--- src/port_irq_pkg.sv ---
/*
  Package for the input-port and interrupt block: register byte offsets,
  field positions, reset values and the packed carriers shared by the design.
  Assumes a 32-bit AXI4-Lite register bus with word-aligned registers.
*/
package port_irq_pkg;

  localparam logic [7:0] OFF_DED_LEVELS   = 8'h00;
  localparam logic [7:0] OFF_DED_ENABLES  = 8'h04;
  localparam logic [7:0] OFF_DED_DATA     = 8'h08;
  localparam logic [7:0] OFF_TRIG_SELECT  = 8'h0c;
  localparam logic [7:0] OFF_PORT_GROUP   = 8'h10;
  localparam logic [7:0] OFF_PORT_LEVELS  = 8'h14;
  localparam logic [7:0] OFF_GIO_IN       = 8'h18;
  localparam logic [7:0] OFF_GIO_OUT      = 8'h1c;
  localparam logic [7:0] OFF_GIO_DIR      = 8'h20;
  localparam logic [7:0] OFF_IRQ_STATUS   = 8'h24;
  localparam logic [7:0] OFF_IRQ_MASK     = 8'h28;

  localparam int BIT_DED_TRIG  = 0;
  localparam int BIT_PORT_TRIG = 1;
  localparam int BIT_GROUP_EN  = 0;

  localparam logic [3:0] RST_NIBBLE = 4'h0;
  localparam logic [7:0] RST_BYTE   = 8'h00;
  localparam logic [1:0] RESP_OKAY   = 2'b00;
  localparam logic [1:0] RESP_SLVERR = 2'b10;

  // Status layout: bits 3:0 dedicated inputs, bits 7:4 port pins.
  typedef struct packed {
    logic [3:0] port;
    logic [3:0] ded;
  } irq_vec_t;

  typedef struct packed {
    logic [7:0] group_b;
    logic [7:0] group_a;
  } gio_t;

endpackage

--- src/input_port_interrupt_logic.sv ---
/*
  Input-port and interrupt logic: four dedicated interrupt inputs, four
  input-only port pins and sixteen general I/O pins behind an AXI4-Lite slave.
  Assumes all pin inputs are asynchronous to aclk and the master keeps at most
  one write and one read outstanding.
*/
`timescale 1ns/1ns

module input_port_interrupt_logic
  import port_irq_pkg::*;
(
  input  wire logic        aclk,
  input  wire logic        aresetn,
  input  wire logic [7:0]  s_axi_awaddr,
  input  wire logic        s_axi_awvalid,
  output logic             s_axi_awready,
  input  wire logic [31:0] s_axi_wdata,
  input  wire logic [3:0]  s_axi_wstrb,
  input  wire logic        s_axi_wvalid,
  output logic             s_axi_wready,
  output logic [1:0]       s_axi_bresp,
  output logic             s_axi_bvalid,
  input  wire logic        s_axi_bready,
  input  wire logic [7:0]  s_axi_araddr,
  input  wire logic        s_axi_arvalid,
  output logic             s_axi_arready,
  output logic [31:0]      s_axi_rdata,
  output logic [1:0]       s_axi_rresp,
  output logic             s_axi_rvalid,
  input  wire logic        s_axi_rready,
  input  wire logic [3:0]  dedicated_irq_inputs,
  input  wire logic [3:0]  input_only_port_pins,
  input  wire gio_t        gio_in,
  output gio_t             gio_out,
  output gio_t             gio_oe,
  output logic [3:0]       ded_request,
  output logic [3:0]       port_request,
  output logic             irq
);

  logic [3:0]  ded_meta_r, ded_sync_r, ded_prev_r;
  logic [3:0]  port_meta_r, port_sync_r, port_prev_r;
  gio_t        gio_meta_r, gio_sync_r;
  logic [3:0]  ded_en_r, ded_data_r;
  logic        ded_trig_r, port_trig_r, group_en_r;
  gio_t        gio_out_r, gio_dir_r;
  irq_vec_t    status_r, mask_r;
  logic [3:0]  ded_req_nxt, port_req_nxt;
  logic [7:0]  aw_addr_r;
  logic [31:0] w_data_r;
  logic [3:0]  w_strb_r;
  logic        aw_have_r, w_have_r;
  logic        wr_fire;
  logic [31:0] rd_word;
  logic        rd_hit;
  logic        status_wr;
  irq_vec_t    req_vec;

  // Decodes a word address; the low two bits are ignored for alignment.
  function automatic logic addr_is(input logic [7:0] a, input logic [7:0] off);
    return a[7:2] == off[7:2];
  endfunction

  // Two-flop synchronisers for every pin; the dedicated and port pins add a third flop that is read for edge detection.
  always_ff @(posedge aclk) begin
    if (!aresetn) begin
      ded_meta_r  <= RST_NIBBLE;
      ded_sync_r  <= RST_NIBBLE;
      ded_prev_r  <= RST_NIBBLE;
      port_meta_r <= RST_NIBBLE;
      port_sync_r <= RST_NIBBLE;
      port_prev_r <= RST_NIBBLE;
      gio_meta_r  <= '0;
      gio_sync_r  <= '0;
    end else begin
      ded_meta_r  <= dedicated_irq_inputs;
      ded_sync_r  <= ded_meta_r;
      ded_prev_r  <= ded_sync_r;
      port_meta_r <= input_only_port_pins;
      port_sync_r <= port_meta_r;
      port_prev_r <= port_sync_r;
      gio_meta_r  <= gio_in;
      gio_sync_r  <= gio_meta_r;
    end
  end

  // Level mode ignores the enables: the synchronised level is the request.
  always_comb begin
    if (ded_trig_r) begin
      ded_req_nxt = ded_sync_r;
    end else begin
      ded_req_nxt = ded_sync_r & ~ded_prev_r & ded_en_r;
    end
    if (port_trig_r) begin
      port_req_nxt = port_sync_r;
    end else begin
      port_req_nxt = port_sync_r & ~port_prev_r & {4{group_en_r}};
    end
  end

  always_ff @(posedge aclk) begin
    if (!aresetn) begin
      ded_request  <= RST_NIBBLE;
      port_request <= RST_NIBBLE;
    end else begin
      ded_request  <= ded_req_nxt;
      port_request <= port_req_nxt;
    end
  end

  // Write channel: address and data are accepted in either order.
  assign wr_fire = aw_have_r && w_have_r && !s_axi_bvalid;

  always_ff @(posedge aclk) begin
    if (!aresetn) begin
      aw_have_r     <= 1'b0;
      w_have_r      <= 1'b0;
      aw_addr_r     <= RST_BYTE;
      w_data_r      <= '0;
      w_strb_r      <= RST_NIBBLE;
      s_axi_awready <= 1'b0;
      s_axi_wready  <= 1'b0;
      s_axi_bvalid  <= 1'b0;
      s_axi_bresp   <= RESP_OKAY;
    end else begin
      s_axi_awready <= !aw_have_r && !s_axi_awready && s_axi_awvalid;
      s_axi_wready  <= !w_have_r && !s_axi_wready && s_axi_wvalid;
      if (s_axi_awvalid && s_axi_awready) begin
        aw_have_r <= 1'b1;
        aw_addr_r <= s_axi_awaddr;
      end
      if (s_axi_wvalid && s_axi_wready) begin
        w_have_r <= 1'b1;
        w_data_r <= s_axi_wdata;
        w_strb_r <= s_axi_wstrb;
      end
      if (wr_fire) begin
        aw_have_r    <= 1'b0;
        w_have_r     <= 1'b0;
        s_axi_bvalid <= 1'b1;
        s_axi_bresp  <= (addr_is(aw_addr_r, OFF_DED_LEVELS) || addr_is(aw_addr_r, OFF_DED_DATA) ||
                         addr_is(aw_addr_r, OFF_PORT_LEVELS) || addr_is(aw_addr_r, OFF_GIO_IN) ||
                         aw_addr_r > OFF_IRQ_MASK + 8'h03) ? RESP_SLVERR : RESP_OKAY;
      end else if (s_axi_bvalid && s_axi_bready) begin
        s_axi_bvalid <= 1'b0;
      end
    end
  end

  // Control registers written by software; only byte lanes 0 and 1 carry data.
  always_ff @(posedge aclk) begin
    if (!aresetn) begin
      ded_en_r    <= RST_NIBBLE;
      ded_trig_r  <= 1'b0;
      port_trig_r <= 1'b0;
      group_en_r  <= 1'b0;
      gio_out_r   <= '0;
      gio_dir_r   <= '0;
      mask_r      <= '0;
    end else if (wr_fire && w_strb_r[0]) begin
      if (addr_is(aw_addr_r, OFF_DED_ENABLES)) ded_en_r <= w_data_r[3:0];
      if (addr_is(aw_addr_r, OFF_TRIG_SELECT)) begin
        ded_trig_r  <= w_data_r[BIT_DED_TRIG];
        port_trig_r <= w_data_r[BIT_PORT_TRIG];
      end
      if (addr_is(aw_addr_r, OFF_PORT_GROUP)) group_en_r <= w_data_r[BIT_GROUP_EN];
      if (addr_is(aw_addr_r, OFF_GIO_OUT)) begin
        gio_out_r.group_a <= w_data_r[7:0];
        if (w_strb_r[1]) gio_out_r.group_b <= w_data_r[15:8];
      end
      if (addr_is(aw_addr_r, OFF_GIO_DIR)) begin
        gio_dir_r.group_a <= w_data_r[7:0];
        if (w_strb_r[1]) gio_dir_r.group_b <= w_data_r[15:8];
      end
      if (addr_is(aw_addr_r, OFF_IRQ_MASK)) mask_r <= w_data_r[7:0];
    end
  end

  // One decode of the write-one-to-clear strobe, shared by the data and status flags.
  assign status_wr = wr_fire && w_strb_r[0] && addr_is(aw_addr_r, OFF_IRQ_STATUS);
  assign req_vec   = {port_request, ded_request};

  // Latched interrupt data of the dedicated inputs; a new request wins over a clear.
  always_ff @(posedge aclk) begin
    if (!aresetn) begin
      ded_data_r <= RST_NIBBLE;
    end else begin
      ded_data_r <= (ded_data_r & ~(status_wr ? w_data_r[3:0] : RST_NIBBLE)) | ded_request;
    end
  end

  // Sticky status: set by requests, cleared by writing one; set wins.
  always_ff @(posedge aclk) begin
    if (!aresetn) begin
      status_r <= '0;
    end else begin
      for (int i = 0; i < 8; i++) begin
        if (req_vec[i]) begin
          status_r[i] <= 1'b1;
        end else if (status_wr && w_data_r[i]) begin
          status_r[i] <= 1'b0;
        end
      end
    end
  end

  always_ff @(posedge aclk) begin
    if (!aresetn) begin
      irq     <= 1'b0;
      gio_out <= '0;
      gio_oe  <= '0;
    end else begin
      irq     <= |(status_r & mask_r);
      gio_out <= gio_out_r;
      gio_oe  <= gio_dir_r;
    end
  end

  // Read decode. The port pins deliberately have no interrupt-data word.
  always_comb begin
    rd_word = '0;
    rd_hit  = 1'b1;
    if (addr_is(s_axi_araddr, OFF_DED_LEVELS)) rd_word[3:0] = ded_sync_r;
    else if (addr_is(s_axi_araddr, OFF_DED_ENABLES)) rd_word[3:0] = ded_en_r;
    else if (addr_is(s_axi_araddr, OFF_DED_DATA)) rd_word[3:0] = ded_data_r;
    else if (addr_is(s_axi_araddr, OFF_TRIG_SELECT)) rd_word[1:0] = {port_trig_r, ded_trig_r};
    else if (addr_is(s_axi_araddr, OFF_PORT_GROUP)) rd_word[0] = group_en_r;
    else if (addr_is(s_axi_araddr, OFF_PORT_LEVELS)) rd_word[3:0] = port_sync_r;
    else if (addr_is(s_axi_araddr, OFF_GIO_IN)) rd_word[15:0] = gio_sync_r;
    else if (addr_is(s_axi_araddr, OFF_GIO_OUT)) rd_word[15:0] = gio_out_r;
    else if (addr_is(s_axi_araddr, OFF_GIO_DIR)) rd_word[15:0] = gio_dir_r;
    else if (addr_is(s_axi_araddr, OFF_IRQ_STATUS)) rd_word[7:0] = status_r;
    else if (addr_is(s_axi_araddr, OFF_IRQ_MASK)) rd_word[7:0] = mask_r;
    else rd_hit = 1'b0;
  end

  always_ff @(posedge aclk) begin
    if (!aresetn) begin
      s_axi_arready <= 1'b0;
      s_axi_rvalid  <= 1'b0;
      s_axi_rdata   <= '0;
      s_axi_rresp   <= RESP_OKAY;
    end else begin
      s_axi_arready <= s_axi_arvalid && !s_axi_arready && !s_axi_rvalid;
      if (s_axi_arvalid && s_axi_arready) begin
        s_axi_rvalid <= 1'b1;
        s_axi_rdata  <= rd_word;
        s_axi_rresp  <= rd_hit ? RESP_OKAY : RESP_SLVERR;
      end else if (s_axi_rvalid && s_axi_rready) begin
        s_axi_rvalid <= 1'b0;
      end
    end
  end
endmodule

--- config.mk ---
export PLATFORM = sky130hd
export DESIGN_NAME = input_port_interrupt_logic
export DESIGN_NICKNAME = d
export VERILOG_FILES = /design/src/port_irq_pkg.sv /design/src/input_port_interrupt_logic.sv
export SDC_FILE = /design/constraint.sdc
export NUM_CORES = 1
export LEC_CHECK = 0
export BUFFER_PORTS_ARGS = -buffer_cell sky130_fd_sc_hd__buf_2
export CORE_MARGIN = 2
export CORE_UTILIZATION = 54
export CTS_BUF_LIST = sky130_fd_sc_hd__clkbuf_2 sky130_fd_sc_hd__clkbuf_4 sky130_fd_sc_hd__clkbuf_8
export DETAILED_ROUTE_END_ITERATION = 16
export GPL_ROUTABILITY_DRIVEN = 1
export GPL_TIMING_DRIVEN = 0
export PLACE_DENSITY = 0.79
export SETUP_SLACK_MARGIN = 0.15
export SLEW_MARGIN = 5
export SYNTH_ARGS = -nofsm -noshare
export SYNTH_HDL_FRONTEND = slang
export SYNTH_SLANG_ARGS = --single-unit
--- constraint.sdc ---
create_clock -name aclk -period 5.6 [get_ports aclk]
set_input_delay 0 -clock aclk [delete_from_list [all_inputs] [get_ports aclk]]
set_output_delay 0 -clock aclk [all_outputs]
set_load 0.02 [all_outputs]
* Yosys cells after proc, flatten, opt, wreduce, memory -nomap -nowiden *
Cells that the tools add are included.
W data, S select, Z words.

storage, ports and cells
  bits in registers = 209
  output and inout port bits = 82
  logic and storage cells = 197

operators by class
  equality and inequality tests = 20
  bitwise logic cells = 11
  muxes and demuxes = 60
  reduce and logical (&&, ||, !) cells = 56
  magnitude comparators = 1

operators with widths
  cell                  number
  $mux W16              8
  $eq A6 B3 Y1 const B  8
  $mux W12              4
  $eq A6 B4 Y1 const B  6
  $mux W1               32
  $mux W8               4
  $mux W4               7
  $eq A6 B2 Y1 const B  4
  $logic_and A1 B1 Y1   23
  $and A4 B4 Y4         5
  $reduce_bool A2 Y1    10
  $mux W15              1
  $mux W14              1
  $eq A6 B1 Y1 const B  2
  $logic_not A6 Y1      2
  $not A4 Y4            3
  $reduce_and A2 Y1     6
  $and A8 B8 Y8         1
  $gt A8 B6 Y1 const B  1
  $reduce_or A8 Y1      1
  $logic_not A1 Y1      7
  $mux W2               3
  $reduce_and A3 Y1     2
  $logic_or A1 B1 Y1    4
  3 further kinds       3

* Logic depth before layout (Yosys ltp) *
Gate-level depths: netlist of the first run.

  word-level depth = 18
  depth in mapped cells = 8
  gate-level depth less buffers = 5

* Worst setup path before layout of the first run *
OpenSTA, ideal clock, no wires.

  path kind = register to register
  from = register s_axi_bvalid
  to = register gio_out_r[14] in the netlist's numbering
  clock period less this slack = 1.822 ns
  buffers on the path = 1
  data arrival time = 1.708 ns
  required time = 5.487 ns
  cell stages (with the launch flop) = 7
  setup slack = 3.778 ns
  path through = dfxtp_1 nand3b_1 nor4_4 nand2_4 buf_6 nand2_1 o21ai_2

between the ends
  word-level cells in the longest chain between the ends = 4

RTL lines
  item                         line                               RTL
  start, declared              input_port_interrupt_logic.sv:22   output logic s_axi_bvalid,
  start signal, assigned       input_port_interrupt_logic.sv:123  s_axi_bvalid <= 1'b0;
  start signal, assigned       input_port_interrupt_logic.sv:140  s_axi_bvalid <= 1'b1;
  start signal, assigned       input_port_interrupt_logic.sv:145  s_axi_bvalid <= 1'b0;
  $logic_not A1 Y1             input_port_interrupt_logic.sv:112  assign wr_fire = aw_have_r && w_have_r && !s_axi_bvalid;
  $logic_and A1 B1 Y1          input_port_interrupt_logic.sv:112
  $logic_and A1 B1 Y1          input_port_interrupt_logic.sv:160  end else if (wr_fire && w_strb_r[0]) begin
  $reduce_and A3 Y1 (no line)  n/a
  end, declared                input_port_interrupt_logic.sv:46   gio_t gio_out_r, gio_dir_r;

No other way between the ends.
A chain may end at the register's enable or synchronous reset.

* Worst setup path in the final report of the first run *
  from = register s_axi_bvalid
  to = register gio_out_r[10] in the netlist's numbering

The elaborated chain is that of the path after synthesis.

==> results of run 1 <==
## cells by family (layout without fill, tap and decap cells)
family,after synthesis,after routing,synth area share
compound gates,153,153,0.120
simple gates,344,344,0.237
other cells,1,18,0.000496
buf+inv,76,330,0.0512
flops,205,205,0.543
mux,35,35,0.0484
## sequential cells by signal, indices dropped and copies added, names as in the netlist, 16 cells and up
signal,cells
gio_out,16
gio_meta_r,16
s_axi_rdata,16
gio_out_r,16
gio_dir_r,16
gio_oe,16
gio_sync_r,16
w_data_r,16
## path summary, 6_finish.rpt
kind / from / to / slack (ps) / cells after the start
setup / recovery: s_axi_bvalid$_SDFFE_PN0P_ / gio_out_r[10]$_SDFFE_PN0P_ / 3390 / 6
hold / removal: s_axi_araddr[7] / s_axi_rdata[5]$_SDFFE_PN0P_ / 40 / 4
hold reg to reg: gio_meta_r[2]$_SDFF_PN0_ / gio_sync_r[2]$_SDFF_PN0_ / 430 / 1
setup reg to reg: s_axi_bvalid$_SDFFE_PN0P_ / gio_out_r[10]$_SDFFE_PN0P_ / 3390 / 6
## cell usage after synthesis (all sizes together) (4+ instances only)
cell,number,area (µm²)
nor2,41,154
a21oi,64,320
mux2i,23,230
buf,35,233
nor2b,14,87.6
mux2,12,135
nand3,14,70.1
nand2b,8,50.1
nor4,6,73.8
dfxtp,205,4100
clkbuf,32,120
a22oi,17,128
o21ai,42,218
nor3,7,35.0
a31oi,4,25.0
nand2,137,527
and2,97,607
inv,9,33.8
o21a,7,52.6
## per-layer routing
layer	vias up	wire, µm	track usage
li1	3198	-	-
met4	0	717	0.111
met1	3097	8690	0.362
met3	61	1830	0.0562
met2	305	10600	0.495
met5	-	0	0
## worst max-delay path: cells and delay by family (launching register included)
family,cells,cell delay [ps]
flops,1,320
buf+inv,1,200
simple gates,4,1500
compound gates,1,50
## cell type report
type	count	area [µm²]
Fill cell	1019	3870
Sequential cell	205	4100
Inverter	9	33.8
Timing Repair Buffer	197	1360
Buffer	67	353
Multi-Input combinational cell	550	3130
Tap cell	180	225
Clock buffer	52	672
Clock inverter	5	27.5
## metrics by stage
stage / total power, µW / instance area (µm²) / util
after CTS: 3010 / 9900 / 0.719
after global routing: 3100 / 9900 / 0.719
after global placement: 1680 / 8460 / 0.614
after floorplan: 1620 / 7620 / -
final: 3010 / 9900 / 0.719
after detailed placement: 1680 / 8460 / 0.614
## cell usage in the layout, fill, tap and decap left out, types with 4 or more instances in the layout
cell type / Yosys / final
clkbuf_1: 32 / 32
nor2b_1: 14 / 14
nor3_1: 7 / 7
a31oi_1: 4 / 4
nor2_1: 41 / 41
mux2_2: 12 / 12
buf_1: 4 / 4
buf_2: 9 / 132
clkinv_2: 0 / 4
nand2b_1: 8 / 8
nand2_1: 134 / 134
clkbuf_8: 0 / 45
o21a_1: 7 / 7
inv_1: 9 / 9
mux2i_1: 23 / 23
a21oi_1: 64 / 64
dfxtp_1: 205 / 205
a22oi_1: 17 / 17
o21ai_1: 11 / 11
and2_1: 97 / 97
buf_4: 20 / 20
clkbuf_4: 0 / 7
nand3_1: 14 / 14
o21ai_0: 29 / 29
conb_1: 1 / 18
dlygate4sd3_1: 0 / 74
## power groups by stage
stage / clock [µW] / sequential, µW / combinational, µW
after floorplan: 0 / 1530 / 94.5
after global placement: 0 / 1530 / 148
after detailed placement: 0 / 1530 / 150
after CTS: 1330 / 1500 / 185
after global routing: 1390 / 1500 / 208
final: 1320 / 1500 / 193
## repair_timing
| item | CTS | global route |
|---|---|---|
| endpoints found under the setup margin | 0 | 0 |
| hold buffers | 74 | 0 |
| endpoints found under the hold margin | 61 | 0 |
==> impl_metrics.ini, run 1 <==
[run_status]
status = finished, final reports clean

[sta]
worst_pin_slew_ps = 732
final_critical_path_setup_slack_ps = 3390
slew_headroom = 0.508
finalMaxSlewViolations = 0
whs_ps = 40.0
rsz0062_at_grt = false
setup_viol_count_final = 0
clock.fmax_mhz = 452
fin_tns_setup_ps = 0
finalCriticalPeriod_ps = 2210
fin_skew_ps = 22.9
fin_crit_sh = 0.395
hold_viol = 0

[worst_setup_path]
slowest_stage = nor4_4
cp.arrival_ps = 2650
cp_max_fo = 10
crit_path_cell_trace = nand3b_1 -> nor4_4 -> nand2_4 -> buf_6 -> nand2_1 -> o21ai_1
critPathCaptureType = flop
worstSetupPathType = reg -> reg
critPathMaxStageDelay_ps = 800
start_kind = flop
crit_required_ps = 6030

[floorplanning]
boundaryPins = 165
dieWidth_um = 122
initial_core_util = 0.549
dieArea_um2 = 15000
fp-row-count = 43
core_um2 = 13800
die_h_um = 122

[synth]
synth_area_um2 = 7560
synth-async-reset-ratio = 0
yosysWarnings = 0
synth_flop_cell = dfxtp_1
synth_seq_area_share = 0.543
ys_ff_latch = 205
synthCells = 814
avgSynthCellArea_um2 = 9.28
yosys.cell_types.count = 58
synth_edf_count = 0

[clock_network]
cts.clk_slew.worst_paths_ps = 60
cts_tree = built
cts_sinks = 205
root_buffer = clkbuf_8
cts_made_buffers = 31
htreeDepth = 1
worstSkewPairLatency_ps = 560
ctsResizeCount = 0
cts_buffer_depth = 3
post_cts_buffers = 0

[drt]
ant_nets = 0
drt-total-wl_mm = 21.8
vias_per_cell = 5.27
vias = 6661
detailedRoute.firstIterationViolations = 644
first_pass_iters = 5
wl_per_cell_um = 17.3
drc_errors = 0

[global_routing]
grt.overflow.total = 0
grt_start_max_net_pins = 16
antenna_found_initial = 0
grt_pass1_vias = 6547
track_usage = 0.290
grt_first_pass_wirelength_mm = 33.5

[layout]
drive_gt1_frac = 0.217
layout.nets = 1144
diodes = 0
fin_cells = 1265
syn2layout_area_growth_pct = 31.0

[pwr]
irDropWorstVdd_uv = 194
seqPwrFrac = 0.498
p_switching_uw = 685
pwr_density_cell_nw_per_um2 = 304
p_sw_frac = 0.227
p_clk_frac = 0.438
p_leak_uw = 0.00412
p_comb_frac = 0.064
p_int_uw = 2330

[place]
place_ws_ps = 3480
gp_congestion = 0.955
dp.final_hpwl_mm = 14.3
port_buffers = 123
place_inst = 1134

[flow_run]
max_cap_viol_count = 0

[worst_hold_path]
min_path_type = in -> reg
(Power assumes the default switching activity.)
==> run 2, diff against run 1 <==
--- a/config.mk
+++ b/config.mk
@@ -5,14 +5,15 @@
 export SDC_FILE = /design/constraint.sdc
 export NUM_CORES = 1
 export LEC_CHECK = 0
+export ABC_AREA = 1
 export BUFFER_PORTS_ARGS = -buffer_cell sky130_fd_sc_hd__buf_2
 export CORE_MARGIN = 2
-export CORE_UTILIZATION = 54
+export CORE_UTILIZATION = 50
 export CTS_BUF_LIST = sky130_fd_sc_hd__clkbuf_2 sky130_fd_sc_hd__clkbuf_4 sky130_fd_sc_hd__clkbuf_8
 export DETAILED_ROUTE_END_ITERATION = 16
 export GPL_ROUTABILITY_DRIVEN = 1
 export GPL_TIMING_DRIVEN = 0
-export PLACE_DENSITY = 0.79
+export PLACE_DENSITY = 0.77
 export SETUP_SLACK_MARGIN = 0.15
 export SLEW_MARGIN = 5
 export SYNTH_ARGS = -nofsm -noshare
==> constraint.sdc (replaced) <==
create_clock -name aclk -period 1.9 [get_ports aclk]
set_input_delay 0 -clock aclk [delete_from_list [all_inputs] [get_ports aclk]]
set_output_delay 0 -clock aclk [all_outputs]
set_load 0.02 [all_outputs]
==> impl_metrics.ini, run 2 <==
[worst_setup_path]
start_kind = flop
cp_max_fo = 8
worstSetupStartpoint = aw_have_r$_SDFFE_PP0P_
worstSetupPathType = reg -> reg
r2r_start = aw_have_r$_SDFFE_PP0P_
cp.arrival_ps = 2140
crit_required_ps = 2300
critPathCaptureType = flop
r2r_slack_ps = 160

[layout]
layout_commonest_cell = dfxtp_1
drive_gt1_frac = 0.198
final_core_util = 0.674
layout_common_cells = dfxtp_1, nand2_1, inv_1
nFillCells = 1249
final_area_um2 = 9790
layout.nets = 1283
diodes = 0
syn2layout_area_growth_pct = 31.1

[synth]
yosys.cell_types.count = 37
synth-async-reset-ratio = 0
synth_area_um2 = 7470
yosysTopAreaCell = dfxtp_1
avgSynthCellArea_um2 = 7.79
yosysWarnings = 0
synthCells = 958
ys_ff_latch = 205
synth_most_common_cell = dfxtp_1
synth_area_leaders = dfxtp_1, nand2_1, inv_1, a21oi_1, o21ai_0
synth_edf_count = 0
synth_top_area_share = 0.550
synth_flop_cell = dfxtp_1
synthTopCellsByCount = dfxtp_1, nand2_1, inv_1, a21oi_1, nor2_1
synth_seq_area_share = 0.550

[floorplanning]
initial_core_util = 0.514
core_um2 = 14500
dieArea_um2 = 15900
boundaryPins = 165
fp-row-count = 44
die_h_um = 126
dieWidth_um = 126

[sta]
fin_tns_setup_ps = 0
finalMaxSlewViolations = 0
slew_headroom = 0.542
setup_viol_count_final = 0
hold_viol = 0
rsz0062_at_grt = true
fin_skew_ps = 13.4
final_critical_path_setup_slack_ps = 162
finalCriticalPeriod_ps = 1740
worst_pin_slew_ps = 687
fin_crit_sh = 0.915
clock.fmax_mhz = 575

[flow_run]
max_cap_viol_count = 0

[global_routing]
track_usage = 0.246
grt_pass1_vias = 6397
antenna_found_initial = 0
grt.overflow.total = 0
grt_first_pass_wirelength_mm = 31.1
grt_start_max_net_pins = 11

[clock_network]
worstSkewPairLatency_ps = 510
cts_sinks = 205
cts_made_buffers = 34
cts_buffer_depth = 3
htreeDepth = 2
cts_tree = built
root_buffer = clkbuf_8
cts.clk_slew.worst_paths_ps = 60

[place]
placed_area_um2 = 8380
port_buffers = 124
gp_congestion = 0.939
dp.final_hpwl_mm = 13.9
place_ws_ps = 144

[pwr]
irDropWorstVdd_uv = 546
p_leak_uw = 0.00489
pwr_density_cell_nw_per_um2 = 909
p_clk_frac = 0.439
p_total_uw = 8900
seqPwrFrac = 0.498
p_int_uw = 6900
p_switching_uw = 2010
p_sw_frac = 0.225
p_comb_frac = 0.062

[drt]
detailedRoute.firstIterationViolations = 566
vias = 6806
ant_nets = 0
drt-total-wl_mm = 20.0
vias_per_cell = 4.85
wl_per_cell_um = 14.2
first_pass_iters = 5
drc_errors = 0

[worst_hold_path]
min_path_type = in -> reg
hold_start = s_axi_araddr[3]

[run_status]
status = finished, final reports clean
==> run 2: cell types whose count changed after synthesis, moves of 8 or more <==
| cell | delta |
|---|---|
| nor2b_1 | -14 |
| a21oi_1 | +38 |
| and2_1 | -96 |
| nand2b_1 | -8 |
| mux2i_1 | -23 |
| mux2_2 | -12 |
| nor2_1 | +46 |
| inv_1 | +154 |
| o21ai_1 | -11 |
| nand2_1 | +68 |
| a22oi_1 | -16 |
| o21ai_0 | +57 |
| o221ai_1 | +8 |
==> run 2: power groups by stage <==
stage               Sequential, µW  Combinational (µW)  Clock (µW)
global route                  4440                 613        4140
CTS                           4430                 535        3950
global placement              4520                 438           0
detailed placement            4520                 444           0
finish                        4440                 555        3910
floorplan                     4520                 276           0
==> run 2: kinds of logic (layout without fill, tap and decap cells) <==
family / Yosys count / count (layout) / share of synthesized area
AO/OA/AOI/OAI: 213 / 213 / 0.154
other: 1 / 18 / 0.000502
AND/OR/NAND/NOR: 321 / 321 / 0.174
buffers and inverters: 218 / 463 / 0.122
flip-flops: 205 / 205 / 0.550
==> run 2: timing repair <==
item	4_1_cts	5_1_grt
setup endpoints to repair	1	35
buffers inserted	0	7
gates cloned	0	1
hold endpoints to repair	57	0
hold buffers	57	0
pin swaps	0	4
resized for setup	1	23
==> run 2: cell type report <==
class	count	area [µm²]	share of cell area
Buffer	52	309	0.0316
Clock buffer	53	686	0.0700
Clock inverter	3	15.0	0.00153
Inverter	166	623	0.0636
Multi-Input combinational cell	552	2550	0.261
Sequential cell	205	4110	0.420
Tap cell	184	230	0.0235
Timing Repair Buffer	189	1270	0.130
==> run 2: worst paths after layout <==
check / to / depth (start not counted)
max: gio_out_r[14]$_SDFFE_PN0P_ / 10
min: s_axi_rdata[4]$_SDFFE_PN0P_ / 5
max reg2reg: gio_out_r[14]$_SDFFE_PN0P_ / 10
min reg2reg: gio_sync_r[8]$_SDFF_PN0_ / 2
==> run 2: routing by layer <==
layer  wire (µm)  GRT usage  part of all wire
met1        8490      0.308              0.43
met3        1460     0.0582             0.073
met5           0          0                 0
met2        9440      0.415              0.47
met4         563     0.0899             0.028
==> run 2: worst max-delay path, stage by stage (launching register included) <==
cell     delay [ps]
dfxtp_2         330
inv_2            50
nor3_4          200
nand2_2         110
nor4_4          240
and2_4          190
buf_8           120
nand2_8          70
buf_8           140
o21ai_2         130
a21oi_2          40
==> run 2: per-stage QoR <==
stage | cells | hold WS [ps]
4_1_cts | 1396 | 103
3_3_place_gp | 1283 | 180
3_5_place_dp | 1283 | 183
5_1_grt | 1404 | 152
6_report | 1404 | 129
2_1_floorplan | 975 | 97.6
